### src/shared/rmst_consts.svh
`ifndef RMST_CONSTS_SVH
`define RMST_CONSTS_SVH

// Register byte offsets
`define RMST_OFF_CTRL        12'h000
`define RMST_OFF_STATUS      12'h004
`define RMST_OFF_BUCK_OV     12'h008
`define RMST_OFF_LIN_OV      12'h00C
`define RMST_OFF_BUCK_UV     12'h010
`define RMST_OFF_LIN_UV      12'h014
`define RMST_OFF_SECURE_KEY  12'h018
`define RMST_OFF_IRQ_MASK    12'h01C

// Control register fields
`define RMST_CTRL_RUN_BIT    0
`define RMST_CTRL_BYPASS_BIT 1
`define RMST_CTRL_SECURE_BIT 2

// Status register fields
`define RMST_STAT_REF_BIT    0
`define RMST_STAT_IRQ_BIT    1
`define RMST_STAT_BUSY_BIT   2
`define RMST_STAT_BLOCK_BIT  3
`define RMST_STAT_SHUT_BIT   4
`define RMST_STAT_PUDONE_BIT 5

// Regulator counts
`define RMST_N_BUCK          5
`define RMST_N_LIN           2

// Secure write key
`define RMST_SECURE_KEY      32'h0000A5C3

// Reset values
`define RMST_CTRL_RST        32'h00000000
`define RMST_MASK_RST        1'b0

// Timing: blanking ceiling and per-phase toggle wait
`define RMST_BLANK_MAX_NS    200000
`define RMST_CLK_PERIOD_NS   5
`define RMST_BLANK_CYC       (`RMST_BLANK_MAX_NS / `RMST_CLK_PERIOD_NS)
`define RMST_TOGGLE_WAIT     16

`endif

### src/shared/rmst_pkg.sv
package rmst_pkg;
  // Self-test sequencer phases
  typedef enum logic [2:0] {
    RMST_IDLE,
    RMST_FORCE_OV,
    RMST_FORCE_UV,
    RMST_RELEASE,
    RMST_DONE
  } rmst_state_t;

  typedef logic [4:0] rmst_buck_t;
  typedef logic [1:0] rmst_lin_t;
endpackage

### src/verilog/rmst_sync.sv
`timescale 1ns/100ps
// Two-flop synchroniser, one per bit
module rmst_sync #(
  parameter int W = 1
) (
  input  wire logic         pclk,
  input  wire logic         presetn,
  input  wire logic [W-1:0] d,
  output logic      [W-1:0] q
);
  logic [W-1:0] meta_q;

  // First stage feeds only the second
  always_ff @(posedge pclk or negedge presetn) begin
    if (!presetn) begin
      meta_q <= '0;
      q      <= '0;
    end else begin
      meta_q <= d;
      q      <= meta_q;
    end
  end
endmodule

### src/verilog/rmst_apb.sv
`timescale 1ns/100ps
`include "rmst_consts.svh"
// APB slave front end: one-wait answer, decodes into strobes
module rmst_apb (
  input  wire logic        pclk,
  input  wire logic        presetn,
  input  wire logic        psel,
  input  wire logic        penable,
  input  wire logic        pwrite,
  input  wire logic [11:0] paddr,
  input  wire logic [31:0] pwdata,
  input  wire logic [31:0] rdata_in,
  input  wire logic        rd_err,
  output logic             pready,
  output logic             pslverr,
  output logic [31:0]      prdata,
  output logic             wr_stb,
  output logic [11:0]      wr_addr,
  output logic [31:0]      wr_data
);
  // Access phase is answered one cycle after it opens
  always_ff @(posedge pclk or negedge presetn) begin
    if (!presetn) begin
      pready  <= 1'b0;
      pslverr <= 1'b0;
      prdata  <= 32'h00000000;
      wr_stb  <= 1'b0;
      wr_addr <= 12'h000;
      wr_data <= 32'h00000000;
    end else begin
      wr_stb  <= 1'b0;
      if (psel && penable && !pready) begin
        pready  <= 1'b1;
        pslverr <= rd_err;
        prdata  <= pwrite ? 32'h00000000 : rdata_in;
        wr_stb  <= pwrite && !rd_err;
        wr_addr <= paddr;
        wr_data <= pwdata;
      end else begin
        pready  <= 1'b0;
        pslverr <= 1'b0;
      end
    end
  end
endmodule

### src/verilog/rmst_top.sv
// The implementer's own choices: register access over APB and the register addresses.
`timescale 1ns/100ps
`include "rmst_consts.svh"
// Overview of operation
// - Reference mismatch of 4 to 12 percent is critical, blocks switcher power-up.
// - Safety variant: mismatch at power-up fails self-test and blocks, ignoring bypass.
// - Drift while on with bypass 0 shuts regulator power stages down.
// - Drift while on with bypass 1 only raises the interrupt flag.
// - Reference-fault flag is set on failure unless masked.
// - Status bit is 0 while references agree, 1 while out of range.
// - Self-test exercises each buck and linear overvoltage comparator.
// - Self-test exercises each buck and linear undervoltage comparator.
// - A comparator that fails to toggle sets its readable warning bit.
// - Failure bits live in four groups, one bit per regulator.
// - Every result register is overwritten on each self-test run.
// - With secure writes on, results clear only via secure write.
// - After power-up self-test, sequence continues and results stay readable.
// - Writing 1 to run starts a test; bit self-clears when done.
// - With secure writes on, plain writes cannot start a test.
// - On-demand test blanks fault reporting no longer than 200 us.
// - A monitor failing on-demand sets its own failure flag.
module rmst_top (
  input  wire logic                 pclk,
  input  wire logic                 presetn,
  input  wire logic                 psel,
  input  wire logic                 penable,
  input  wire logic                 pwrite,
  input  wire logic [11:0]          paddr,
  input  wire logic [31:0]          pwdata,
  output logic                      pready,
  output logic                      pslverr,
  output logic [31:0]               prdata,
  input  wire logic                 ref_mismatch,
  input  wire logic                 safety_variant,
  input  wire logic                 power_up_req,
  input  wire rmst_pkg::rmst_buck_t buck_ov_cmp,
  input  wire rmst_pkg::rmst_buck_t buck_uv_cmp,
  input  wire rmst_pkg::rmst_lin_t  lin_ov_cmp,
  input  wire rmst_pkg::rmst_lin_t  lin_uv_cmp,
  output rmst_pkg::rmst_buck_t      buck_ov_force,
  output rmst_pkg::rmst_buck_t      buck_uv_force,
  output rmst_pkg::rmst_lin_t       lin_ov_force,
  output rmst_pkg::rmst_lin_t       lin_uv_force,
  output logic                      fault_blank,
  output logic                      switcher_enable,
  output logic                      power_stage_shutdown,
  output logic                      reference_fault_irq_flag
);
  import rmst_pkg::*;

  localparam int TOG_W = 5;
  localparam int BLK_W = 16;

  ////////////////////////////////////////////////////////////////////////
  // Pin synchronisers
  logic                ref_mis_s;
  logic                safety_s;
  logic                pwrup_s;
  rmst_buck_t          bov_s;
  rmst_buck_t          buv_s;
  rmst_lin_t           lov_s;
  rmst_lin_t           luv_s;

  rmst_sync #(.W(17)) u_sync (
    .pclk    (pclk),
    .presetn (presetn),
    .d       ({ref_mismatch, safety_variant, power_up_req,
                buck_ov_cmp, buck_uv_cmp, lin_ov_cmp, lin_uv_cmp}),
    .q       ({ref_mis_s, safety_s, pwrup_s, bov_s, buv_s, lov_s, luv_s})
  );

  ////////////////////////////////////////////////////////////////////////
  // Register bus
  logic                wr_stb;
  logic [11:0]         wr_addr;
  logic [31:0]         wr_data;
  logic [31:0]         rdata;
  logic                addr_bad;

  rmst_apb u_apb (
    .pclk     (pclk),
    .presetn  (presetn),
    .psel     (psel),
    .penable  (penable),
    .pwrite   (pwrite),
    .paddr    (paddr),
    .pwdata   (pwdata),
    .rdata_in (rdata),
    .rd_err   (addr_bad),
    .pready   (pready),
    .pslverr  (pslverr),
    .prdata   (prdata),
    .wr_stb   (wr_stb),
    .wr_addr  (wr_addr),
    .wr_data  (wr_data)
  );

  logic                bypass_q;
  logic                secure_en_q;
  logic                irq_mask_q;
  logic                unlock_q;
  logic                run_q;
  rmst_state_t         state_q;
  logic [TOG_W-1:0]    tog_cnt_q;
  logic [BLK_W-1:0]    blk_cnt_q;
  logic                on_demand_q;
  logic                powered_q;
  logic                pu_done_q;
  logic                block_q;
  rmst_buck_t          res_bov_q;
  rmst_buck_t          res_buv_q;
  rmst_lin_t           res_lov_q;
  rmst_lin_t           res_luv_q;
  logic                wr_ctrl;
  logic                wr_res;
  logic                allow;
  logic                start_req;
  logic                test_end;
  logic                ref_on_fault;

  // Plain writes to protected fields pass only after a key write
  assign wr_ctrl = wr_stb && (wr_addr == `RMST_OFF_CTRL);
  assign wr_res  = wr_stb && (wr_addr >= `RMST_OFF_BUCK_OV) && (wr_addr <= `RMST_OFF_LIN_UV);
  assign allow   = !secure_en_q || unlock_q;
  assign start_req = wr_ctrl && wr_data[`RMST_CTRL_RUN_BIT] && allow
                     && (state_q == RMST_IDLE) && pu_done_q;
  assign test_end  = (state_q == RMST_DONE);

  always_comb begin
    addr_bad = 1'b0;
    case (paddr)
      `RMST_OFF_CTRL:       rdata = {29'h0, secure_en_q, bypass_q, run_q};
      `RMST_OFF_STATUS:     rdata = {26'h0, pu_done_q, power_stage_shutdown, block_q,
                                     state_q != RMST_IDLE, reference_fault_irq_flag, ref_mis_s};
      `RMST_OFF_BUCK_OV:    rdata = {27'h0, res_bov_q};
      `RMST_OFF_LIN_OV:     rdata = {30'h0, res_lov_q};
      `RMST_OFF_BUCK_UV:    rdata = {27'h0, res_buv_q};
      `RMST_OFF_LIN_UV:     rdata = {30'h0, res_luv_q};
      `RMST_OFF_SECURE_KEY: rdata = {31'h0, unlock_q};
      `RMST_OFF_IRQ_MASK:   rdata = {31'h0, irq_mask_q};
      default: begin
        rdata    = 32'h00000000;
        addr_bad = 1'b1;
      end
    endcase
  end

  // Configuration bits
  always_ff @(posedge pclk or negedge presetn) begin
    if (!presetn) begin
      bypass_q    <= 1'b0;
      secure_en_q <= 1'b0;
      irq_mask_q  <= `RMST_MASK_RST;
    end else begin
      if (wr_ctrl && allow) begin
        bypass_q    <= wr_data[`RMST_CTRL_BYPASS_BIT];
        secure_en_q <= wr_data[`RMST_CTRL_SECURE_BIT];
      end
      if (wr_stb && wr_addr == `RMST_OFF_IRQ_MASK)
        irq_mask_q <= wr_data[0];
    end
  end

  // Key arms only the very next write, whatever register that write targets
  always_ff @(posedge pclk or negedge presetn) begin
    if (!presetn) begin
      unlock_q <= 1'b0;
    end else if (wr_stb) begin
      unlock_q <= (wr_addr == `RMST_OFF_SECURE_KEY) && (wr_data == `RMST_SECURE_KEY);
    end
  end

  ////////////////////////////////////////////////////////////////////////
  // Self-test sequencer
  // Power-up test runs once; on-demand test starts from the run bit
  always_ff @(posedge pclk or negedge presetn) begin
    if (!presetn) begin
      state_q     <= RMST_IDLE;
      tog_cnt_q   <= '0;
      on_demand_q <= 1'b0;
      run_q       <= 1'b0;
      pu_done_q   <= 1'b0;
    end else begin
      case (state_q)
        RMST_IDLE: begin
          tog_cnt_q <= '0;
          if (pwrup_s && !pu_done_q) begin
            state_q     <= RMST_FORCE_OV;
            on_demand_q <= 1'b0;
          end else if (start_req) begin
            state_q     <= RMST_FORCE_OV;
            on_demand_q <= 1'b1;
            run_q       <= 1'b1;
          end
        end
        RMST_FORCE_OV, RMST_FORCE_UV, RMST_RELEASE: begin
          tog_cnt_q <= tog_cnt_q + TOG_W'(1);
          if (tog_cnt_q == TOG_W'(`RMST_TOGGLE_WAIT)) begin
            tog_cnt_q <= '0;
            state_q   <= (state_q == RMST_FORCE_OV) ? RMST_FORCE_UV :
                         (state_q == RMST_FORCE_UV) ? RMST_RELEASE : RMST_DONE;
          end
        end
        RMST_DONE: begin
          state_q   <= RMST_IDLE;
          run_q     <= 1'b0;
          pu_done_q <= 1'b1;
        end
        default: state_q <= RMST_IDLE;
      endcase
    end
  end

  // Force every comparator of every regulator: all OV ones at once, then all UV ones
  always_ff @(posedge pclk or negedge presetn) begin
    if (!presetn) begin
      buck_ov_force <= '0;
      lin_ov_force  <= '0;
      buck_uv_force <= '0;
      lin_uv_force  <= '0;
    end else begin
      buck_ov_force <= {`RMST_N_BUCK{state_q == RMST_FORCE_OV}};
      lin_ov_force  <= {`RMST_N_LIN{state_q == RMST_FORCE_OV}};
      buck_uv_force <= {`RMST_N_BUCK{state_q == RMST_FORCE_UV}};
      lin_uv_force  <= {`RMST_N_LIN{state_q == RMST_FORCE_UV}};
    end
  end

  // Results: cleared at start, failure latched at end of each force window
  genvar gi;
  generate
    for (gi = 0; gi < `RMST_N_BUCK; gi++) begin : g_buck
      always_ff @(posedge pclk or negedge presetn) begin
        if (!presetn) begin
          res_bov_q[gi] <= 1'b0;
          res_buv_q[gi] <= 1'b0;
        end else if (state_q == RMST_IDLE && (start_req || (pwrup_s && !pu_done_q))) begin
          res_bov_q[gi] <= 1'b0;
          res_buv_q[gi] <= 1'b0;
        end else if (state_q == RMST_FORCE_OV && tog_cnt_q == TOG_W'(`RMST_TOGGLE_WAIT)) begin
          res_bov_q[gi] <= !bov_s[gi];
        end else if (state_q == RMST_FORCE_UV && tog_cnt_q == TOG_W'(`RMST_TOGGLE_WAIT)) begin
          res_buv_q[gi] <= !buv_s[gi];
        end else if (wr_res && allow && state_q == RMST_IDLE) begin
          if (wr_addr == `RMST_OFF_BUCK_OV) res_bov_q[gi] <= res_bov_q[gi] & wr_data[gi];
          if (wr_addr == `RMST_OFF_BUCK_UV) res_buv_q[gi] <= res_buv_q[gi] & wr_data[gi];
        end
      end
    end
    for (gi = 0; gi < `RMST_N_LIN; gi++) begin : g_lin
      always_ff @(posedge pclk or negedge presetn) begin
        if (!presetn) begin
          res_lov_q[gi] <= 1'b0;
          res_luv_q[gi] <= 1'b0;
        end else if (state_q == RMST_IDLE && (start_req || (pwrup_s && !pu_done_q))) begin
          res_lov_q[gi] <= 1'b0;
          res_luv_q[gi] <= 1'b0;
        end else if (state_q == RMST_FORCE_OV && tog_cnt_q == TOG_W'(`RMST_TOGGLE_WAIT)) begin
          res_lov_q[gi] <= !lov_s[gi];
        end else if (state_q == RMST_FORCE_UV && tog_cnt_q == TOG_W'(`RMST_TOGGLE_WAIT)) begin
          res_luv_q[gi] <= !luv_s[gi];
        end else if (wr_res && allow && state_q == RMST_IDLE) begin
          if (wr_addr == `RMST_OFF_LIN_OV) res_lov_q[gi] <= res_lov_q[gi] & wr_data[gi];
          if (wr_addr == `RMST_OFF_LIN_UV) res_luv_q[gi] <= res_luv_q[gi] & wr_data[gi];
        end
      end
    end
  endgenerate

  ////////////////////////////////////////////////////////////////////////
  // Blanking during on-demand test, with hard ceiling
  always_ff @(posedge pclk or negedge presetn) begin
    if (!presetn) begin
      fault_blank <= 1'b0;
      blk_cnt_q   <= '0;
    end else if (state_q != RMST_IDLE && state_q != RMST_DONE && on_demand_q
                 && blk_cnt_q < BLK_W'(`RMST_BLANK_CYC - 1)) begin
      fault_blank <= 1'b1;
      blk_cnt_q   <= blk_cnt_q + BLK_W'(1);
    end else begin
      fault_blank <= 1'b0;
      if (state_q == RMST_IDLE)
        blk_cnt_q <= '0;
    end
  end

  ////////////////////////////////////////////////////////////////////////
  // Reference monitor reactions
  // Mismatch while powered counts only outside the power-up window
  assign ref_on_fault = ref_mis_s && powered_q;

  always_ff @(posedge pclk or negedge presetn) begin
    if (!presetn) begin
      block_q              <= 1'b0;
      powered_q            <= 1'b0;
      switcher_enable      <= 1'b0;
      power_stage_shutdown <= 1'b0;
    end else begin
      // Blocking is sticky until reset: a critical fault
      if (ref_mis_s && !powered_q && state_q != RMST_IDLE && safety_s)
        block_q <= 1'b1;
      else if (ref_mis_s && !powered_q)
        block_q <= 1'b1;
      if (pu_done_q && !block_q && !ref_mis_s)
        powered_q <= 1'b1;
      if (ref_on_fault && !bypass_q)
        power_stage_shutdown <= 1'b1;
      switcher_enable <= powered_q && !block_q && !power_stage_shutdown
                         && !(ref_on_fault && !bypass_q);
    end
  end

  // Sticky flag; set beats a clear in the same cycle
  always_ff @(posedge pclk or negedge presetn) begin
    if (!presetn) begin
      reference_fault_irq_flag <= 1'b0;
    end else if (ref_mis_s && !irq_mask_q && !fault_blank) begin
      reference_fault_irq_flag <= 1'b1;
    end else if (wr_stb && wr_addr == `RMST_OFF_STATUS && wr_data[`RMST_STAT_IRQ_BIT]) begin
      reference_fault_irq_flag <= 1'b0;
    end
  end

  ////////////////////////////////////////////////////////////////////////
  // Checks
  // Status read must carry the synchronised mismatch level of the sampling cycle
  property p_status_tracks;
    @(posedge pclk) disable iff (!presetn)
      (psel && penable && !pready && !pwrite && paddr == `RMST_OFF_STATUS)
        |=> (prdata[`RMST_STAT_REF_BIT] == $past(ref_mis_s));
  endproperty
  a_status_tracks: assert property (p_status_tracks) else $error("status bit wrong");

  property p_run_clears;
    @(posedge pclk) disable iff (!presetn)
      test_end |=> !run_q && !fault_blank;
  endproperty
  a_run_clears: assert property (p_run_clears) else $error("run bit not cleared");

  property p_blank_limit;
    @(posedge pclk) disable iff (!presetn)
      fault_blank |-> blk_cnt_q <= BLK_W'(`RMST_BLANK_CYC);
  endproperty
  a_blank_limit: assert property (p_blank_limit) else $error("blank too long");

  property p_secure_start;
    @(posedge pclk) disable iff (!presetn)
      $rose(run_q) |-> $past(allow);
  endproperty
  a_secure_start: assert property (p_secure_start) else $error("unsecured start");

  property p_shutdown;
    @(posedge pclk) disable iff (!presetn)
      (ref_on_fault && !bypass_q) |=> power_stage_shutdown;
  endproperty
  a_shutdown: assert property (p_shutdown) else $error("no shutdown");

  property p_bypass_keeps;
    @(posedge pclk) disable iff (!presetn)
      (bypass_q && $stable(bypass_q) && !power_stage_shutdown) |=> !power_stage_shutdown;
  endproperty
  a_bypass_keeps: assert property (p_bypass_keeps) else $error("bypass shut down");

  property p_irq_set;
    @(posedge pclk) disable iff (!presetn)
      (ref_mis_s && !irq_mask_q && !fault_blank) |=> reference_fault_irq_flag;
  endproperty
  a_irq_set: assert property (p_irq_set) else $error("irq flag missing");

  property p_ov_force;
    @(posedge pclk) disable iff (!presetn)
      (state_q == RMST_FORCE_OV && tog_cnt_q == 5'h01) |-> (&buck_ov_force) && (&lin_ov_force);
  endproperty
  a_ov_force: assert property (p_ov_force) else $error("ov not forced");

  property p_uv_force;
    @(posedge pclk) disable iff (!presetn)
      (state_q == RMST_FORCE_UV && tog_cnt_q == 5'h01) |-> (&buck_uv_force) && (&lin_uv_force);
  endproperty
  a_uv_force: assert property (p_uv_force) else $error("uv not forced");

  property p_block;
    @(posedge pclk) disable iff (!presetn)
      block_q |=> !switcher_enable;
  endproperty
  a_block: assert property (p_block) else $error("switchers on while blocked");
endmodule

### config.mk
export PLATFORM = sky130hd
export DESIGN_NAME = rmst_top
export DESIGN_NICKNAME = d
export VERILOG_FILES = /design/src/shared/rmst_pkg.sv /design/src/verilog/rmst_sync.sv /design/src/verilog/rmst_apb.sv /design/src/verilog/rmst_top.sv
export VERILOG_INCLUDE_DIRS = /design/src /design/src/shared
export SDC_FILE = /design/constraint.sdc
export NUM_CORES = 1
export LEC_CHECK = 0
export BUFFER_PORTS_ARGS = -buffer_cell sky130_fd_sc_hd__buf_4
export CAP_MARGIN = 20
export CORE_UTILIZATION = 30
export DETAILED_ROUTE_END_ITERATION = 7
export PLACE_DENSITY_LB_ADDON = 0.15
export SLEW_MARGIN = 25
export SYNTH_ARGS = -nofsm -noshare
export SYNTH_HDL_FRONTEND = slang
export SYNTH_SLANG_ARGS = --single-unit
export TNS_END_PERCENT = 50
### constraint.sdc
create_clock -name pclk -period 4.05 [get_ports pclk]
set_input_delay 0.405 -clock pclk [delete_from_list [all_inputs] [get_ports pclk]]
set_output_delay 0.405 -clock pclk [all_outputs]
set_load 0.02 [all_outputs]
==> run_results.csv, run 1 <==
group,metric,value,unit
final_layout,syn_to_final_growth,23.3,%
power_and_ir_drop,p_int,2.71,mW
critical_path,rrSetupSlack,1.23,ns
critical_path,cp_max_fo,21,
synth,yosys_warnings,0,
critical_path,reg2reg_depth,7,
critical_path,crit_path_start_kind,"flip-flop",
synth,synth_area,5940,sq um
final_layout,insertedDiodeCount,0,
cts,clk_latency,0.41,ns
drt,drt_pass1_iterations,4,
drt,post_drt_via_cell_ratio,4.64,
drt,vias,4413,
floorplan,dieArea,20400,sq um
timing,tns,0,ns
power_and_ir_drop,pwr-share-seq,42.9,%
critical_path,timing.rr.start,"blk_cnt_q[0]",
cts,cts-root-buf,"clkbuf_16",
power_and_ir_drop,power.share.clock,43.7,%
grt,grt_pass1_vias,4322,
timing,tightestPinTransition,0.853,ns
power_and_ir_drop,power_density,504,nW/um^2
synth,yosysUniqueCellTypes,47,
drt,drt-wirelength-per-cell,14.6,um
floorplan,coreArea,19400,sq um
timing,period_share,69.6,%
floorplan,ios,118,
cts,post_cts_resized,0,
final_layout,nets,745,
placement,io_buffers,90,
hold_path,min_path_type,"in -> async",
cts,cts_buffers,17,
floorplan,fp.dieH,143,um
grt,grt_util_all_layers,14.6,%
power_and_ir_drop,p_switching,975,uW
status,status,"finished, final reports clean",
critical_path,required,4.40,ns
placement,gp_congestion,0.824,
critical_path,r2r-end,"blk_cnt_q[11]",
timing,hold_viol_final,0,
cts,clkSinkCount,138,
drt,drtAntennaViolNets,0,
drt,drt_iter0_markers,317,
floorplan,dieWidth,143,um
timing,max_slew_margin,43.1,%
critical_path,end_kind,"flip-flop",
power_and_ir_drop,ir_drop,298,uV
power_and_ir_drop,leakage,3.55,nW
floorplan,start_util,30.6,%
cts,post_cts_buffers,0,
synth,ys_ff_latch,138,
timing,min_period,2.82,ns
synth,synth_edf_count,0,
timing,slew_violations,0,
timing,hold_ws,0.0310,ns
power_and_ir_drop,power_frac_comb,13.4,%
placement,dp_hpwl,10000,um
synth,syn_area_per_cell,9.99,sq um
critical_path,cp.arrival,3.17,ns
timing,grt_setup_unrepaired,"no",
floorplan,rows,51,
power_and_ir_drop,swShare,26.4,%
cts,clk_path_buf_depth,2,
critical_path,path_class,"reg -> reg",
grt,antenna_found_initial,0,
grt,grt_pass1_wl,22400,um
synth,postSynthCellCount,594,
timing,clock.fmax,355,MHz
grt,grt_overflow_total,0,
final_layout,drive_above_1_share,20.2,%
cts,ctsHoldBuffers,0,
drt,wl,13900,um
final_layout,fillers,1985,
timing,finalClockSkew,0.00885,ns
synth,ys_seq_area_share,58.2,%
synth,synth_ff_type,"dfrtp_1",
final_layout,final_common_cell,"nand2_1",
synth,synth-async-reset-ratio,100,%
drt,route.detailed.drc,0,
cts,cts_tree,"done",
timing,finalSetupViolations,0,
cts,h-tree-depth,4,
final_layout,final_cell_mix,"161 x nand2_1, 138 x dfrtp_1, 95 x buf_4, 31 x o21ai_0, 26 x conb_1",
grt,grt_max_degree,87,
cts,path_clk_slew,0.06,ns
flow_run,maxCapViolCount,0,
worst max path at each step:
stage          slack [ns]  cells past startpoint             to          from
6_report             1.23                      7  blk_cnt_q[11]  blk_cnt_q[0]
2_1_floorplan        2.10                      7  blk_cnt_q[12]  blk_cnt_q[8]
3_3_place_gp         1.29                      7  blk_cnt_q[11]  blk_cnt_q[0]
5_1_grt              0.97                      7  blk_cnt_q[11]  blk_cnt_q[0]
3_5_place_dp         1.24                      7  blk_cnt_q[11]  blk_cnt_q[0]
4_1_cts              1.24                      7   blk_cnt_q[6]  blk_cnt_q[0]
cells by family after synthesis:
kind of cell               synth area share [%]
AOI/OAI and AO/OA                          9.57
muxes                                      2.34
adders and majority gates                 0.632
buffers and inverters                      7.23
other                                    0.0632
and+or+nand+nor                            21.8
DFF                                        58.2
xor gates and xnor gates                  0.148
registers in the layout, indices dropped and copies added, names as in the netlist, 3 cells and up:
signal and count:
state_q 3, u_apb.wr_addr 12, blk_cnt_q 16, res_bov_q 5
u_sync.meta_q 16, u_apb.prdata 6, u_sync.q 16, tog_cnt_q 5
u_apb.wr_data 32, res_buv_q 5
cell type report:
cell class / count / area (sq um) / share of cell area, %
inverters: 13 / 48.8 / 0.667
repair buffers: 96 / 724 / 9.90
multi-input cells: 410 / 2150 / 29.3
well taps: 265 / 332 / 4.53
clock inverters: 11 / 171 / 2.34
flip-flops and latches: 138 / 3450 / 47.2
clock buffers: 19 / 443 / 6.05
per-layer routing:
metal | vias up | part of all wire [%] | wire [um] | GRT usage [%]
li1 | 2140 | - | - | -
met1 | 2123 | 45 | 6180 | 19.1
met2 | 136 | 49 | 6800 | 23.8
met3 | 14 | 5.4 | 749 | 3.66
met4 | 0 | 1.1 | 151 | 4.58
met5 | - | 0 | 0 | 0
Yosys cell counts (4+ instances only):
cell type / instances / share of area, %
or3_1: 4 / 0.42
nor2_1: 22 / 1.4
nor4_1: 7 / 0.74
nand3_1: 22 / 1.9
inv_1: 13 / 0.82
o21ai_0: 31 / 2.6
o22ai_1: 15 / 1.6
nor3b_1: 6 / 0.76
a211o_1: 7 / 1.0
o31ai_1: 10 / 1.3
mux2_2: 5 / 0.95
nor3_1: 15 / 1.3
nand2b_1: 6 / 0.63
dfrtp_1: 138 / 58
mux2i_1: 6 / 1.0
nand4_1: 7 / 0.74
clkbuf_1: 16 / 1.0
a21oi_1: 6 / 0.51
or2_2: 4 / 0.42
nand2_1: 161 / 10
buf_4: 39 / 4.9
and3_1: 9 / 0.95
nor2b_1: 6 / 0.63
per-stage QoR:
step           instances  cell area [sq um]  total power [mW]  worst slack [ns]  utilization, %
5_1_grt              952               7320              3.88             0.967            37.7
3_5_place_dp         922               6710              2.11              1.24            34.6
4_1_cts              952               7320              3.74              1.24            37.7
6_report             952               7320              3.69              1.23            37.7
2_1_floorplan        619               6030              1.93              2.10               -
3_3_place_gp         922               6710              2.10              1.29            34.6
worst max-delay path, cell delays in order (launching register included):
cell and delay, ns:
dfrtp_1 0.39, ha_1 0.25, and3_1 0.22, a311oi_2 0.11, o21ai_2 0.68, inv_1 0.40, nor2_1 0.51, a211o_1 0.20
power by group through the flow:
| stage | Sequential, mW | Combinational, mW | Clock (mW) |
|---|---|---|---|
| 5_1_grt | 1.60 | 0.563 | 1.72 |
| 6_report | 1.58 | 0.496 | 1.61 |
| 3_3_place_gp | 1.60 | 0.495 | 0 |
| 2_1_floorplan | 1.58 | 0.359 | 0 |
| 3_5_place_dp | 1.61 | 0.505 | 0 |
| 4_1_cts | 1.58 | 0.507 | 1.65 |
No activity file was read; power rests on OpenSTA's default activity.
==> run 2, diff against run 1 <==
clock period = 2.6 ns   (was 4.05 ns; I/O delays follow)
==> run_results.csv, run 2 (synthesis gave the netlist of run 1 again) <==
group,metric,value,unit
placement,dp_hpwl,10000,um
drt,drt_iter0_markers,230,
floorplan,fp.dieH,143,um
final_layout,insertedDiodeCount,0,
floorplan,ios,118,
critical_path,end_kind,"flip-flop",
critical_path,path_class,"reg -> reg",
flow_run,maxCapViolCount,0,
floorplan,dieWidth,143,um
placement,io_buffers,90,
drt,vias,4512,
final_layout,ff_latch_area,3450,sq um
cts,clkSinkCount,138,
hold_path,min_path_type,"in -> reg",
drt,drt_pass1_iterations,5,
timing,max_slew_margin,57.7,%
floorplan,rows,51,
drt,drtAntennaViolNets,0,
grt,grt_pass1_wl,22600,um
grt,grt_util_all_layers,14.6,%
critical_path,timing.rr.start,"u_apb.wr_addr[9]",
critical_path,startpoint,"u_apb.wr_addr[9]",
timing,finalClockSkew,0.00784,ns
timing,slew_violations,0,
final_layout,final_cell_mix,"161 x nand2_1, 138 x dfrtp_1, 101 x buf_4, 31 x o21ai_0, 26 x conb_1",
power_and_ir_drop,power_density,770,nW/um^2
cts,path_clk_slew,0.06,ns
cts,clk_path_buf_depth,2,
critical_path,rrSetupSlack,0.39,ns
floorplan,start_util,30.6,%
timing,clock.fmax,453,MHz
drt,wl,13900,um
grt,grt_pass1_vias,4405,
timing,grt_setup_unrepaired,"no",
floorplan,dieArea,20400,sq um
final_layout,drive_above_1_share,21.0,%
power_and_ir_drop,total_power,5.84,mW
critical_path,cp_max_fo,5,
critical_path,crit_path_start_kind,"flip-flop",
timing,period_share,85.0,%
cts,cts_buffers,17,
cts,cts-root-buf,"clkbuf_16",
power_and_ir_drop,leakage,3.69,nW
drt,drt-wirelength-per-cell,14.2,um
critical_path,cp.arrival,2.50,ns
final_layout,nets,770,
final_layout,largest_reg_flops,32,
cts,cts_tree,"done",
final_layout,fillers,1965,
critical_path,r2r-end,"res_buv_q[3]",
timing,tns,0,ns
placement,gp_congestion,0.827,
cts,clk_latency,0.42,ns
timing,hold_viol_final,0,
critical_path,reg2reg_depth,5,
final_layout,top_register,"u_apb.wr_data",
grt,grt_max_degree,67,
cts,h-tree-depth,4,
floorplan,coreArea,19400,sq um
timing,tightestPinTransition,0.634,ns
grt,grt_overflow_total,0,
drt,route.detailed.drc,0,
critical_path,critPathCapture,"res_buv_q[3]",
critical_path,required,2.89,ns
timing,finalSetupViolations,0,
final_layout,multi_input_area,2150,sq um
status,status,"finished, final reports clean",
grt,antenna_found_initial,0,
power_and_ir_drop,ir_drop,485,uV
final_layout,syn_to_final_growth,28.0,%
drt,post_drt_via_cell_ratio,4.61,
final_layout,final_common_cell,"nand2_1",
cts,post_cts_resized,0,
timing,min_period,2.21,ns
run 2: cell count changes in the layout (fill, tap and decap cells not counted), sizes merged:
cell,change
dlygate4sd3,+17
inv,+4
bufinv,-1
buf,+8
clkinvlp,-1
run 2: repair_timing:
action                                 in CTS  in global routing
setup buffers                               0                  0
endpoints found under the hold margin      80                  0
hold buffers                               17                  0
setup endpoints to repair                   0                  0
run 2: per-layer routing:
| layer | GRT usage, % | vias to the layer above | share of wire [%] |
|---|---|---|---|
| li1 | - | 2188 | - |
| met1 | 19.1 | 2196 | 46 |
| met2 | 23.7 | 108 | 48 |
| met3 | 3.82 | 20 | 4.0 |
| met4 | 4.64 | 0 | 1.3 |
| met5 | 0 | - | 0 |
run 2: power by group:
part,switching (mW),internal (mW),leakage [nW]
sequential,0.151,2.32,1.76
clock,0.969,1.59,0.309
combinational,0.489,0.333,1.61
total,1.61,4.24,3.69
run 2: worst min path at each step:
stage | start | endpoint | slack [ns] | cells past startpoint
6_report | pwdata[23] | u_apb.wr_data[23] | 0.02 | 3
4_1_cts | pwdata[23] | u_apb.wr_data[23] | 0.003 | 3
3_3_place_gp | presetn | blk_cnt_q[9] | 0.31 | 1
5_1_grt | pwdata[23] | u_apb.wr_data[23] | 0.02 | 3
3_5_place_dp | presetn | blk_cnt_q[9] | 0.30 | 1
2_1_floorplan | presetn | blk_cnt_q[0] | -0.04 | 0
run 2: worst max-delay path: stages, from the launching register on:
cell	delay, ns
dfrtp_1	0.37
or4_1	0.62
nor3b_1	0.39
nand4_1	0.32
o21ai_0	0.26
o22ai_1	0.11
run 2: through the flow:
step / instance area, sq um / setup slack, ns / hold WS [ns] / util [%] / instances
5_1_grt: 7590 / 0.276 / 0.0156 / 39.2 / 979
2_1_floorplan: 6030 / 0.646 / -0.0356 / - / 619
6_report: 7590 / 0.391 / 0.0240 / 39.2 / 979
3_3_place_gp: 6790 / 0.435 / 0.307 / 35.0 / 930
4_1_cts: 7590 / 0.396 / 0.00305 / 39.2 / 979
3_5_place_dp: 6790 / 0.425 / 0.302 / 35.0 / 930
run 2: area by class of cell:
type	instances	area share [%]
Clock buffer	19	5.96
Clock inverter	13	2.39
Inverter	13	0.643
Multi-Input combinational cell	410	28.3
Sequential cell	138	45.5
Tap cell	265	4.37
Timing Repair Buffer	121	12.9
==> run 3, diff against run 2 <==
clock period = 2.3 ns   (was 2.6 ns; I/O delays follow)
==> run_results.csv, run 3 (synthesis gave the netlist of run 1 again) <==
group,metric,value,unit
status,status,"finished, final reports clean",
floorplan,rows,51,
drt,wl,14400,um
drt,route.detailed.drc,0,
placement,gp_congestion,0.833,
critical_path,end_kind,"flip-flop",
cts,clk_path_buf_depth,2,
timing,clock.fmax,470,MHz
drt,drt_iter0_markers,234,
floorplan,fp.dieH,143,um
final_layout,insertedDiodeCount,0,
flow_run,maxCapViolCount,0,
drt,wl_met2,6940,um
power_and_ir_drop,leakage,3.78,nW
power_and_ir_drop,power_density,854,nW/um^2
timing,finalClockSkew,0.00752,ns
cts,cts-root-buf,"clkbuf_16",
critical_path,critPathSlowestCell,"or4_4",
cts,clkSinkCount,138,
floorplan,dieArea,20400,sq um
critical_path,worst-path-buf-inv,1,
floorplan,dieWidth,143,um
timing,period_share,92.4,%
floorplan,ios,118,
grt,grt_pass1_vias,4658,
critical_path,path_class,"reg -> reg",
timing,slew_violations,0,
drt,top_layer,"met4",
final_layout,final_common_cell,"nand2_1",
cts,cts_buffers,17,
grt,grt_overflow_total,0,
drt,vias,4581,
final_layout,largest_reg_flops,32,
final_layout,fillers,1954,
critical_path,crit_chain,"or4_4, a311oi_2, o21ai_2, buf_4, o311ai_1, o31ai_1",
placement,io_buffers,90,
critical_path,crit_path_start_kind,"flip-flop",
grt,grt_util_all_layers,15.4,%
drt,drt_pass1_iterations,4,
critical_path,cpLargestDelayFamily,"compound AO/OA/AOI/OAI gates",
grt,antenna_found_initial,0,
cts,h-tree-depth,4,
power_and_ir_drop,ir_drop,608,uV
final_layout,nets,794,
critical_path,required,2.59,ns
floorplan,coreArea,19400,sq um
critical_path,cp.arrival,2.41,ns
drt,drt-wirelength-per-cell,14.3,um
critical_path,cp_max_fo,20,
timing,min_period,2.13,ns
drt,drtAntennaViolNets,0,
cts,cts_tree,"done",
drt,post_drt_via_cell_ratio,4.57,
final_layout,drive_above_1_share,21.2,%
final_layout,final_cell_mix,"161 x nand2_1, 138 x dfrtp_1, 108 x buf_4, 34 x dlygate4sd3_1, 31 x o21ai_0",
floorplan,start_util,30.6,%
cts,clk_latency,0.42,ns
final_layout,syn_to_final_growth,31.6,%
timing,finalSetupViolations,0,
timing,hold_viol_final,0,
hold_path,min_path_type,"in -> reg",
cts,path_clk_slew,0.06,ns
drt,wl_met3,527,um
grt,grt_max_degree,65,
timing,tns,0,ns
placement,dp_hpwl,10500,um
timing,grt_setup_unrepaired,"no",
power_and_ir_drop,total_power,6.67,mW
timing,max_slew_margin,59.8,%
final_layout,top_register,"u_apb.wr_data",
drt,wl_met1,6670,um
critical_path,max_stage_delay,0.56,ns
timing,tightestPinTransition,0.602,ns
grt,grt_pass1_wl,23800,um
[run 3: cell types whose count changed in the layout (fill, tap and decap cells not counted), sizes merged]
cell	delta
bufinv	+1
buf	+7
inv	-1
dlygate4sd3	+17
clkinvlp	+1
clkinv	-1
clkbuf	-1
[run 3: worst reg2reg max path, cell delays in order (launching register included)]
cell and delay, ns:
dfrtp_1 0.45, or4_4 0.56, a311oi_2 0.28, o21ai_2 0.09, buf_4 0.22, o311ai_1 0.30
o31ai_1 0.11
[run 3: area by class of cell]
class	instances	area, sq um	area share [%]
Multi-Input combinational cell	410	2150	27.6
Sequential cell	138	3450	44.2
Clock buffer	18	429	5.50
Timing Repair Buffer	145	1200	15.4
Clock inverter	13	193	2.47
Inverter	13	48.8	0.625
Tap cell	265	332	4.25
[run 3: worst paths after layout]
| check | endpoint | cells after the start | start | slack [ns] |
|---|---|---|---|---|
| worst max-delay path | blk_cnt_q[12] | 6 | blk_cnt_q[9] | 0.17 |
| worst min-delay path | u_apb.wr_data[21] | 3 | pwdata[21] | 0.01 |
| worst max register to register | blk_cnt_q[12] | 6 | blk_cnt_q[9] | 0.17 |
| worst min register to register | u_sync.q[4] | 0 | u_sync.meta_q[4] | 0.35 |
| max in group asynchronous | block_q | 3 | presetn | 1.26 |
| min in group asynchronous | blk_cnt_q[13] | 2 | presetn | 0.36 |
[run 3: timing repair]
action | in CTS | in global routing
setup endpoints to repair | 0 | 6
gates resized for setup | 0 | 1
setup buffers | 0 | 0
hold endpoints to repair | 93 | 0
hold buffers | 34 | 0
[run 3: layer usage]
metal	track usage [%]	vias up
met5	0	-
met4	5.83	0
met3	3.72	20
met2	24.7	100
met1	20.2	2225
li1	-	2236
[run 3: per-stage QoR]
stage	worst slack, ns	instances	hold slack [ns]	utilization, %	area [sq um]
2_1_floorplan	0.346	619	-0.0656	-	6030
3_3_place_gp	0.185	937	0.251	35.3	6840
3_5_place_dp	0.0797	937	0.250	35.3	6840
4_1_cts	0.0637	1002	0.000543	40.2	7800
5_1_grt	0.0185	1002	0.00213	40.3	7810
6_report	0.174	1002	0.0110	40.3	7810
[run 3: power by group]
| group | total [mW] | leakage [nW] | switching (mW) | internal, mW |
|---|---|---|---|---|
| Clock | 2.89 | 0.298 | 1.07 | 1.82 |
| Sequential | 2.77 | 1.76 | 0.150 | 2.62 |
| Combinational | 1.01 | 1.72 | 0.590 | 0.423 |
